$ cat src/rtl/gpio_pkg.sv
// Constants and carrier types for the general-purpose pin control block.
// Assumes byte-wide register access with addresses up to 16 bits.
package gpio_pkg;

   localparam int          PIN_COUNT    = 4;
   localparam int          CLK_OUTS     = 8;
   localparam int          ADDR_W       = 16;
   localparam int          DATA_W       = 8;
   localparam int          CODE_W       = 3;

   ////////////////////////////////////////////////////////////////////////////
   // Register offsets
   localparam logic [15:0] OFS_PIN_DIRECTION  = 16'h006E;
   localparam logic [15:0] OFS_IN_FUNC_BIT2   = 16'h006F;
   localparam logic [15:0] OFS_IN_FUNC_BIT1   = 16'h0070;
   localparam logic [15:0] OFS_IN_FUNC_BIT0   = 16'h0071;
   localparam logic [15:0] OFS_OUT_FUNC_BIT2  = 16'h0072;
   localparam logic [15:0] OFS_OUT_FUNC_BIT1  = 16'h0073;
   localparam logic [15:0] OFS_OUT_FUNC_BIT0  = 16'h0074;
   localparam logic [15:0] OFS_SPARE_BYTE     = 16'h0075;
   localparam logic [15:0] OFS_GEN_OUT_VALUE  = 16'h0076;
   localparam logic [15:0] OFS_GEN_IN_VALUE   = 16'h0219;

   ////////////////////////////////////////////////////////////////////////////
   // Reset values
   localparam logic [3:0]  RST_PIN_FIELD      = 4'h0;
   localparam logic [7:0]  RST_READ_DATA      = 8'h00;

   ////////////////////////////////////////////////////////////////////////////
   // Function codes
   localparam logic [2:0]  FN_GENERAL         = 3'h0;
   localparam logic [2:0]  FN_SEL_A           = 3'h1;
   localparam logic [2:0]  FN_SEL_B           = 3'h2;
   localparam logic [2:0]  FN_REF_SELECT      = 3'h5;

   // Pin that can carry the manual reference select
   localparam int          REF_SEL_PIN        = 2;

   ////////////////////////////////////////////////////////////////////////////
   // Carriers
   typedef struct packed {
      logic       loss_of_lock;
      logic       holdover;
      logic [1:0] reference_signal_loss;
   } pll_status_t;

   typedef struct packed {
      logic [15:0] addr;
      logic        wr;
      logic        rd;
      logic [7:0]  wdata;
   } reg_req_t;

endpackage : gpio_pkg

$ cat src/rtl/general_purpose_pin_control.sv
// Four general-purpose pins: direction, input and output functions,
// general input/output values and clock output enable steering.
// Assumes a byte-wide register port on mclk and PLL status on mclk.
`timescale 1ns/1ps

module general_purpose_pin_control
   import gpio_pkg::*;
(
   input  wire logic                 mclk,
   input  wire logic                 rst,
   input  wire reg_req_t             reg_req,
   output      logic [DATA_W-1:0]    reg_rdata,
   input  wire logic [PIN_COUNT-1:0] pin_in,
   output      logic [PIN_COUNT-1:0] pin_out,
   output      logic [PIN_COUNT-1:0] pin_oe_n,
   input  wire pll_status_t          pll_status,
   input  wire logic [CLK_OUTS-1:0]  clock_output_enable,
   output      logic [CLK_OUTS-1:0]  clock_output_active,
   output      logic [CLK_OUTS-1:0]  clock_output_hiz,
   output      logic                 manual_reference_select,
   output      logic                 manual_reference_select_valid
);

   ////////////////////////////////////////////////////////////////////////////
   // Register state
   logic [PIN_COUNT-1:0] dir_q;
   logic [PIN_COUNT-1:0] in_b2_q;
   logic [PIN_COUNT-1:0] in_b1_q;
   logic [PIN_COUNT-1:0] in_b0_q;
   logic [PIN_COUNT-1:0] out_b2_q;
   logic [PIN_COUNT-1:0] out_b1_q;
   logic [PIN_COUNT-1:0] out_b0_q;
   logic [PIN_COUNT-1:0] gen_out_q;
   logic [DATA_W-1:0]    rdata_q;
   logic [DATA_W-1:0]    rdata_d;
   logic [PIN_COUNT-1:0] sync1_q;
   logic [PIN_COUNT-1:0] sync2_q;

   // Gathers one pin's three-bit code from the bit-sliced registers
   function automatic logic [CODE_W-1:0] pick_code(
      input logic [PIN_COUNT-1:0] b2,
      input logic [PIN_COUNT-1:0] b1,
      input logic [PIN_COUNT-1:0] b0,
      input int                   idx
   );
      pick_code = {b2[idx], b1[idx], b0[idx]};
   endfunction : pick_code

   // Widens a pin field into a read byte, upper bits zero
   function automatic logic [DATA_W-1:0] as_byte(
      input logic [PIN_COUNT-1:0] v
   );
      as_byte = {{(DATA_W-PIN_COUNT){1'b0}}, v};
   endfunction : as_byte

   // Marks the pins whose three-bit code equals one function
   function automatic logic [PIN_COUNT-1:0] code_mask(
      input logic [PIN_COUNT-1:0] b2,
      input logic [PIN_COUNT-1:0] b1,
      input logic [PIN_COUNT-1:0] b0,
      input logic [CODE_W-1:0]    fn
   );
      code_mask = '0;
      for (int p = 0; p < PIN_COUNT; p++)
         code_mask[p] = pick_code(b2, b1, b0, p) == fn;
   endfunction : code_mask

   ////////////////////////////////////////////////////////////////////////////
   // Address decode
   wire wr_dir     = reg_req.wr && reg_req.addr == OFS_PIN_DIRECTION;
   wire wr_in_b2   = reg_req.wr && reg_req.addr == OFS_IN_FUNC_BIT2;
   wire wr_in_b1   = reg_req.wr && reg_req.addr == OFS_IN_FUNC_BIT1;
   wire wr_in_b0   = reg_req.wr && reg_req.addr == OFS_IN_FUNC_BIT0;
   wire wr_out_b2  = reg_req.wr && reg_req.addr == OFS_OUT_FUNC_BIT2;
   wire wr_out_b1  = reg_req.wr && reg_req.addr == OFS_OUT_FUNC_BIT1;
   wire wr_out_b0  = reg_req.wr && reg_req.addr == OFS_OUT_FUNC_BIT0;
   wire wr_gen_out = reg_req.wr && reg_req.addr == OFS_GEN_OUT_VALUE;
   wire [PIN_COUNT-1:0] wfield = reg_req.wdata[PIN_COUNT-1:0];

   ////////////////////////////////////////////////////////////////////////////
   // Register writes, one short block per register; upper bits are discarded
   always_ff @(posedge mclk)
   begin
      if (rst)
         dir_q <= RST_PIN_FIELD;
      else if (wr_dir)
         dir_q <= wfield;
   end

   always_ff @(posedge mclk)
   begin
      if (rst)
         in_b2_q <= RST_PIN_FIELD;
      else if (wr_in_b2)
         in_b2_q <= wfield;
   end

   always_ff @(posedge mclk)
   begin
      if (rst)
         in_b1_q <= RST_PIN_FIELD;
      else if (wr_in_b1)
         in_b1_q <= wfield;
   end

   always_ff @(posedge mclk)
   begin
      if (rst)
         in_b0_q <= RST_PIN_FIELD;
      else if (wr_in_b0)
         in_b0_q <= wfield;
   end

   always_ff @(posedge mclk)
   begin
      if (rst)
         out_b2_q <= RST_PIN_FIELD;
      else if (wr_out_b2)
         out_b2_q <= wfield;
   end

   always_ff @(posedge mclk)
   begin
      if (rst)
         out_b1_q <= RST_PIN_FIELD;
      else if (wr_out_b1)
         out_b1_q <= wfield;
   end

   always_ff @(posedge mclk)
   begin
      if (rst)
         out_b0_q <= RST_PIN_FIELD;
      else if (wr_out_b0)
         out_b0_q <= wfield;
   end

   always_ff @(posedge mclk)
   begin
      if (rst)
         gen_out_q <= RST_PIN_FIELD;
      else if (wr_gen_out)
         gen_out_q <= wfield;
   end

   ////////////////////////////////////////////////////////////////////////////
   // Pin synchronizer; first stage feeds only the second
   always_ff @(posedge mclk)
   begin
      if (rst)
      begin
         sync1_q <= RST_PIN_FIELD;
         sync2_q <= RST_PIN_FIELD;
      end
      else
      begin
         sync1_q <= pin_in;
         sync2_q <= sync1_q;
      end
   end

   ////////////////////////////////////////////////////////////////////////////
   // Per-pin function decode
   logic [PIN_COUNT-1:0] is_in;
   logic [PIN_COUNT-1:0] gen_in_mask;
   logic [PIN_COUNT-1:0] oe_sel_a;
   logic [PIN_COUNT-1:0] oe_sel_b;
   logic [PIN_COUNT-1:0] drive_val;
   logic [PIN_COUNT-1:0] drives;
   logic                 ref_sel_in;
   logic                 ref_sel_out;

   wire [PIN_COUNT-1:0] in_general =
      code_mask(in_b2_q, in_b1_q, in_b0_q, FN_GENERAL);
   wire [PIN_COUNT-1:0] in_sel_a =
      code_mask(in_b2_q, in_b1_q, in_b0_q, FN_SEL_A);
   wire [PIN_COUNT-1:0] in_sel_b =
      code_mask(in_b2_q, in_b1_q, in_b0_q, FN_SEL_B);

   assign is_in       = ~dir_q;
   assign gen_in_mask = is_in & in_general;
   assign oe_sel_a    = is_in & in_sel_a;
   assign oe_sel_b    = is_in & in_sel_b;

   // Pin 2 as reference select, from either direction's code
   assign ref_sel_in  = is_in[REF_SEL_PIN] &&
      pick_code(in_b2_q, in_b1_q, in_b0_q, REF_SEL_PIN) == FN_REF_SELECT;
   assign ref_sel_out = !is_in[REF_SEL_PIN] &&
      pick_code(out_b2_q, out_b1_q, out_b0_q, REF_SEL_PIN)
         == FN_REF_SELECT;

   ////////////////////////////////////////////////////////////////////////////
   // Output function selection; reserved codes drive low
   wire [CODE_W-1:0] oc0 = pick_code(out_b2_q, out_b1_q, out_b0_q, 0);
   wire [CODE_W-1:0] oc1 = pick_code(out_b2_q, out_b1_q, out_b0_q, 1);
   wire [CODE_W-1:0] oc2 = pick_code(out_b2_q, out_b1_q, out_b0_q, 2);
   wire [CODE_W-1:0] oc3 = pick_code(out_b2_q, out_b1_q, out_b0_q, 3);

   assign drive_val[0] = (oc0 == FN_GENERAL) ? gen_out_q[0] :
                         (oc0 == FN_SEL_A) ? pll_status.loss_of_lock
                         : 1'b0;
   assign drive_val[1] = (oc1 == FN_GENERAL) ? gen_out_q[1] :
                         (oc1 == FN_SEL_A) ? pll_status.holdover
                         : 1'b0;
   assign drive_val[2] = (oc2 == FN_GENERAL) ? gen_out_q[2] :
      (oc2 == FN_SEL_A) ? pll_status.reference_signal_loss[0] :
      (oc2 == FN_SEL_B) ? pll_status.reference_signal_loss[1] :
      1'b0;
   assign drive_val[3] = (oc3 == FN_GENERAL) ? gen_out_q[3] :
      (oc3 == FN_SEL_B) ? pll_status.reference_signal_loss[1]
      : 1'b0;

   // Select code in output mode releases pin 2 so it can be sensed
   always_comb
   begin
      drives = dir_q;
      drives[REF_SEL_PIN] = dir_q[REF_SEL_PIN] && !ref_sel_out;
   end

   ////////////////////////////////////////////////////////////////////////////
   // Clock output enable steering
   logic [CLK_OUTS-1:0] pin_gate;

   always_comb
   begin
      pin_gate = '1;
      for (int p = 0; p < PIN_COUNT; p++)
      begin
         if (oe_sel_a[p]) pin_gate[p] = sync2_q[p];
         if (oe_sel_b[p]) pin_gate[p + PIN_COUNT] = sync2_q[p];
      end
   end

   logic [CLK_OUTS-1:0]  active_q;
   logic [CLK_OUTS-1:0]  hiz_q;
   logic [PIN_COUNT-1:0] pin_out_q;
   logic [PIN_COUNT-1:0] oe_n_q;
   logic                 ref_sel_q;
   logic                 ref_valid_q;

   wire [CLK_OUTS-1:0] active_d    = clock_output_enable & pin_gate;
   wire                ref_valid_d = ref_sel_in || ref_sel_out;

   // Registered outputs keep pin and enable changes glitch free
   always_ff @(posedge mclk)
   begin
      if (rst)
      begin
         pin_out_q <= RST_PIN_FIELD;
         oe_n_q    <= ~RST_PIN_FIELD;
      end
      else
      begin
         pin_out_q <= drive_val & drives;
         oe_n_q    <= ~drives;
      end
   end

   // Both views of an enable come from flops, never from a gate
   always_ff @(posedge mclk)
   begin
      if (rst)
      begin
         active_q <= '0;
         hiz_q    <= '1;
      end
      else
      begin
         active_q <= active_d;
         hiz_q    <= ~active_d;
      end
   end

   always_ff @(posedge mclk)
   begin
      if (rst)
      begin
         ref_sel_q   <= 1'b0;
         ref_valid_q <= 1'b0;
      end
      else
      begin
         ref_sel_q   <= sync2_q[REF_SEL_PIN] && ref_valid_d;
         ref_valid_q <= ref_valid_d;
      end
   end

   assign clock_output_active           = active_q;
   assign clock_output_hiz              = hiz_q;
   assign pin_out                       = pin_out_q;
   assign pin_oe_n                      = oe_n_q;
   assign manual_reference_select       = ref_sel_q;
   assign manual_reference_select_valid = ref_valid_q;

   ////////////////////////////////////////////////////////////////////////////
   // Read path; reserved bits and unmapped addresses read zero
   wire [PIN_COUNT-1:0] gen_in_val = sync2_q & gen_in_mask;

   always_comb
   begin
      case (reg_req.addr)
         OFS_PIN_DIRECTION: rdata_d = as_byte(dir_q);
         OFS_IN_FUNC_BIT2:  rdata_d = as_byte(in_b2_q);
         OFS_IN_FUNC_BIT1:  rdata_d = as_byte(in_b1_q);
         OFS_IN_FUNC_BIT0:  rdata_d = as_byte(in_b0_q);
         OFS_OUT_FUNC_BIT2: rdata_d = as_byte(out_b2_q);
         OFS_OUT_FUNC_BIT1: rdata_d = as_byte(out_b1_q);
         OFS_OUT_FUNC_BIT0: rdata_d = as_byte(out_b0_q);
         OFS_GEN_OUT_VALUE: rdata_d = as_byte(gen_out_q);
         OFS_GEN_IN_VALUE:  rdata_d = as_byte(gen_in_val);
         default:           rdata_d = RST_READ_DATA;
      endcase
   end

   always_ff @(posedge mclk)
   begin
      if (rst)
         rdata_q <= RST_READ_DATA;
      else if (reg_req.rd)
         rdata_q <= rdata_d;
   end

   assign reg_rdata = rdata_q;

endmodule : general_purpose_pin_control

$ cat config.mk
export PLATFORM = sky130hd
export DESIGN_NAME = general_purpose_pin_control
export DESIGN_NICKNAME = d
export VERILOG_FILES = /design/src/rtl/gpio_pkg.sv /design/src/rtl/general_purpose_pin_control.sv
export SDC_FILE = /design/constraint.sdc
export NUM_CORES = 1
export LEC_CHECK = 0
export BUFFER_PORTS_ARGS = -buffer_cell sky130_fd_sc_hd__buf_2
export CAP_MARGIN = 5
export CORE_ASPECT_RATIO = 2
export CORE_MARGIN = 5
export CORE_UTILIZATION = 53
export CTS_CLUSTER_DIAMETER = 40
export DETAILED_ROUTE_END_ITERATION = 16
export HOLD_SLACK_MARGIN = 0.03
export MAX_ROUTING_LAYER = met4
export PLACE_DENSITY = 0.8
export SETUP_SLACK_MARGIN = 0.4
export SYNTH_ARGS = -nofsm -noshare
export SYNTH_HDL_FRONTEND = slang
export SYNTH_SLANG_ARGS = --single-unit
$ cat constraint.sdc
create_clock -name mclk -period 4.8 [get_ports mclk]
set_clock_uncertainty 0.05 [all_clocks]
set_input_delay 0.96 -clock mclk [delete_from_list [all_inputs] [get_ports mclk]]
set_output_delay 0.96 -clock mclk [all_outputs]
set_load 0.05 [all_outputs]
# After elaboration in Yosys (flattened, before gate mapping)
# Cells that the tools add are included.
[op_classes]
addsub = 0
mul = 0
div = 0
n_lt_le_gt_ge = 0
n_eq_ne = 24
n_shift = 0
muxes = 18
bitwise_logic = 9
reduce_logical = 23
[ops]
columns = ["op", "count"]
rows = [
  ["== test 16 x 7 -> 1 bit, second input constant", 8],
  ["one-hot mux 4 bit (9 select lines)", 1],
  ["logical NOT 3 bit", 8],
  ["== test 3 x 1 -> 1 bit, second input constant", 7],
  ["AND 4 bit", 5],
  ["== test 3 x 2 -> 1 bit, second input constant", 6],
  ["2-to-1 mux 1 bit", 17],
  ["== test 16 x 10 -> 1 bit, second input constant", 1],
  ["logical AND 1 bit", 12],
  ["AND 8 bit", 1],
  ["inverter 4 bit", 2],
  ["inverter 8 bit", 1],
  ["== test 3 bit, second input constant", 2],
  ["logical NOT 1 bit", 2],
  ["logical OR 1 bit", 1],
]
[word_totals]
register_bits = 74
latch_bits = 0
ram_bits = 0
rom_bits = 0
in_bits = 44
out_inout_bits = 34
wordCells = 91
n_memories = 0

# Depth between registers and ports, before layout
[depth]
word_depth = 6
mapped_depth = 7
ltp_nobuf = 5

# Least setup slack after synthesis
# No wires, ideal clock.
[synth_path]
kind = "input -> register"
from = "input port reg_req[17] (netlist bit)"
to = "register out_b1_q[3]"
setup_ns = 0.128
t_arrival_ns = 2.220
t_required_ns = 4.622
path_slack_ns = 2.403
cell_stages = 6
n_path_buf = 1
path_cell_list = "nor4_4 nand4_4 or3_1 buf_2 mux2i_1 nor2_1"
[synth_between]
elab_chain_cells = 2
[synth_rtl]
columns = ["item", "line_no", "source"]
rows = [
  ["start: declaration", "general_purpose_pin_control.sv:11", "input wire reg_req_t reg_req,"],
  ["== test 16 x 7 -> 1 bit", "general_purpose_pin_control.sv:75", "wire wr_out_b1 = reg_req.wr && reg_req.addr == OFS_OUT_FUNC_BIT1;"],
  ["logical AND 1 bit", "general_purpose_pin_control.sv:75", ""],
  ["end signal: assignment", "general_purpose_pin_control.sv:127", "out_b1_q <= wfield;"],
  ["end: declaration", "general_purpose_pin_control.sv:31", "logic [PIN_COUNT-1:0] out_b1_q;"],
]
# No other way between the ends.
# A chain may end at the register's enable or synchronous reset.

# Worst setup path in the final report
[layout_path]
from = "input port reg_req[23] (netlist bit)"
to = "register out_b0_q[2]"
[layout_between]
elab_chain_cells = 2
[layout_rtl]
columns = ["item", "line_no", "source"]
rows = [
  ["== test 16 x 7 -> 1 bit", "general_purpose_pin_control.sv:76", "wire wr_out_b0 = reg_req.wr && reg_req.addr == OFS_OUT_FUNC_BIT0;"],
  ["logical AND 1 bit", "general_purpose_pin_control.sv:76", ""],
  ["end signal: assignment", "general_purpose_pin_control.sv:135", "out_b0_q <= wfield;"],
  ["end: declaration", "general_purpose_pin_control.sv:32", "logic [PIN_COUNT-1:0] out_b0_q;"],
]
# No other way between the ends.

==> metrics <==
Worst Setup End Kind flip-flop; Post-Synthesis Cell Area 0.00293 sq mm; post-cts gate resize count 0; maximum number of buffers from clock root to sink 2; vias 2303; final cycle utilization of the critical path approximately half; CTS H-tree depth 3; total grt overflow 0; number of antenna violations at the first check in global routing 0; cell at the root of the clock tree sky130_fd_sc_hd__clkbuf_8; worst max-slew margin expressed relative to the limit 37.3%; Num CTS Buffers 9; router iterations before antenna repair 4; post-layout instance count excluding filler cells 426; Floorplan Core Area roughly 0.0054 sq mm; power density of the placed cells approximately 350 mW/mm^2; area fraction in compound gates after synthesis 3.54%; number of cells produced by synthesis roughly 300; antenna fix cells 0; most repeated cell in the gate-level netlist after synthesis sky130_fd_sc_hd__dfxtp_1; sequential cell area fraction in the yosys report 47.8%; DP Cell Count between 400 and 500; number of synthesized register bits 70; pin slew with the least headroom to its limit 940 ps; Critical Path Source Type input pin; adder and majority gate portion of the synthesized area 0%; half-perimeter wire length after placement between 4 and 5 mm; Synth warnings 0; final number of hold-violating endpoints 0; post-layout net count 406; RR Startpoint in_b0_q[0]; leakage power 0.00152 uW; highest achievable clock rate 411 MHz; global-route wire length before repair 10.6 mm; filler cell count 480; fin util 64.2%; weighted congestion at the end of routability-driven global placement 0.879; ratio of routed vias to standard cells 5.41; most used flip-flop cell after synthesis sky130_fd_sc_hd__dfxtp_1; Post-Route WL 6.41 mm; number of endpoints failing setup at the final stage 0; most common library cells after synthesis sky130_fd_sc_hd__dfxtp_1, sky130_fd_sc_hd__nor2_1, sky130_fd_sc_hd__mux2i_1, sky130_fd_sc_hd__inv_1, sky130_fd_sc_hd__nand3b_1; share of Yosys cell area claimed by the top area cell type 47.8%; starting utilization of the core area 54.1%; floorplan die width 62.6 um; I/O pins 78; distinct cell type count of the synthesized netlist 33; Core Rows 38; number of flops mapped to enable cells by yosys 0; data arrival time of the critical path between 2000 and 3000 ps; crit path kind input pin to flip-flop; FFs w/ async S/R, synth 0%; worst slack at placement 2010 ps; DR WL/cell around 15 um; Hold Startpoint sync1_q[2]; Setup TNS 0 ps; max capacitance violation total 0; average cell area after synthesis 9.74 sq um; 1st-iter DRT viols between 90 and 100; dominant cells by area after synthesis sky130_fd_sc_hd__dfxtp_1, sky130_fd_sc_hd__mux2i_1, sky130_fd_sc_hd__nor2_1; hold_buf cts 0; largest family of logic cells by synthesized area simple AND/OR/NAND/NOR gates; cell area after placement 0.00326 sq mm; biggest fanout along the worst timing path 7; largest vdd supply drop 0.000382 V; clock tree from TritonCTS built; Remaining DRCs 0; unrepaired setup endpoints after global routing false; total global routing track utilization 19.3%; insertion delay to the later sink of the worst-skew pair 340 ps; Setup Fix Bufs, Post-CTS 0; final worst-path setup slack 2370 ps; final instance area 0.00348 sq mm; Synth area leader sky130_fd_sc_hd__dfxtp_1; class of the worst hold path flip-flop to flip-flop; fraction of layout cells with a size suffix above 1 25.7%; residual antenna-violating net count after detailed routing 0; pin count of the biggest net entering global routing 57; number of slew-limit violations in the final report 0; mux contribution to synthesized area ~18%; clock sink count 70; area share of and/or/nand/nor cells after synthesis 24.7%; xor-xnor portion of the synthesized cell area 0%; DIE HEIGHT around 120 um; clock-pin slew on the worst setup and hold paths around 70 ps; die area 0.00721 sq mm; launch point of the critical path reg_req[23]; run status complete, no violations; minimum clock period 2430 ps; Port-buffer cells 69; vias in the first global route 2314; data required time of the worst path just under 5000 ps; Area Growth Syn to Fin 18.8%
path summary, 6_finish.rpt:
path,cells past startpoint,slack (ps),end
setup / recovery,6,2370,out_b0_q[2]
setup reg to reg,5,3400,reg_rdata[0]
hold / removal,1,390,sync2_q[2]
hold reg to reg,1,390,sync2_q[2]
placed cells by master (no fill, tap or decap), drive strengths merged, types with 9 or more instances in the layout:
master  count
dfxtp      70
inv        17
mux2i      44
buf        69
nor2       48
nor3       11
nor2b       9
clkbuf     12
nand3b     16
nand2       9
state kept, by name, summed over array words and instances, names as in the netlist:
| signal | cells |
|---|---|
| clock_output_active | 8 |
| clock_output_hiz | 8 |
| dir_q | 4 |
| gen_out_q | 4 |
| in_b0_q | 4 |
| in_b1_q | 4 |
| in_b2_q | 4 |
| manual_reference_select | 1 |
| manual_reference_select_valid | 1 |
| out_b0_q | 4 |
| out_b1_q | 4 |
| out_b2_q | 4 |
| pin_oe_n | 4 |
| pin_out | 4 |
| reg_rdata | 4 |
| sync1_q | 4 |
| sync2_q | 4 |
worst max-delay path: stages:
cell	delay (ps)
sky130_fd_sc_hd__buf_2	110
sky130_fd_sc_hd__nor4_4	420
sky130_fd_sc_hd__and3_1	380
sky130_fd_sc_hd__and3_1	410
sky130_fd_sc_hd__mux2i_1	240
sky130_fd_sc_hd__nor2_1	60
stage by stage:
stage / hold slack, ps / total power (uW)
3_5_place_dp: 371 / 703
3_3_place_gp: 369 / 701
6_report: 386 / 1210
4_1_cts: 387 / 1220
5_1_grt: 416 / 1260
2_1_floorplan: 364 / 674
where the power goes:
| part | internal [uW] | switching, uW |
|---|---|---|
| clock network | 318 | 205 |
| registers | 591 | 2.49 |
| logic | 28.6 | 67.3 |
| total | 938 | 275 |
routing by layer:
| layer | share of wire (%) | global-route usage (%) | vias up |
|---|---|---|---|
| met5 | 0 | - | - |
| met4 | 3.6 | 11.3 | 0 |
| met3 | 5.2 | 5.57 | 17 |
| met2 | 54 | 32.7 | 63 |
| met1 | 38 | 19.4 | 1072 |
| li1 | - | - | 1151 |
kinds of logic after synthesis:
kind of cell | after synthesis
other | 1
buffers and inverters | 39
AOI/OAI and AO/OA | 16
and+or+nand+nor | 127
muxes | 48
DFF | 70
layout make-up:
class	instances	area (sq um)	area share [%]
timing repair buffer	69	345	9.92
tap	60	75.1	2.16
multi-input combinational	195	1370	39.5
inverter	17	63.8	1.83
sequential	70	1400	40.2
clock buffer	12	155	4.46
clock inverter	3	67.6	1.94
Note: power is estimated with default switching activity, not from simulation.
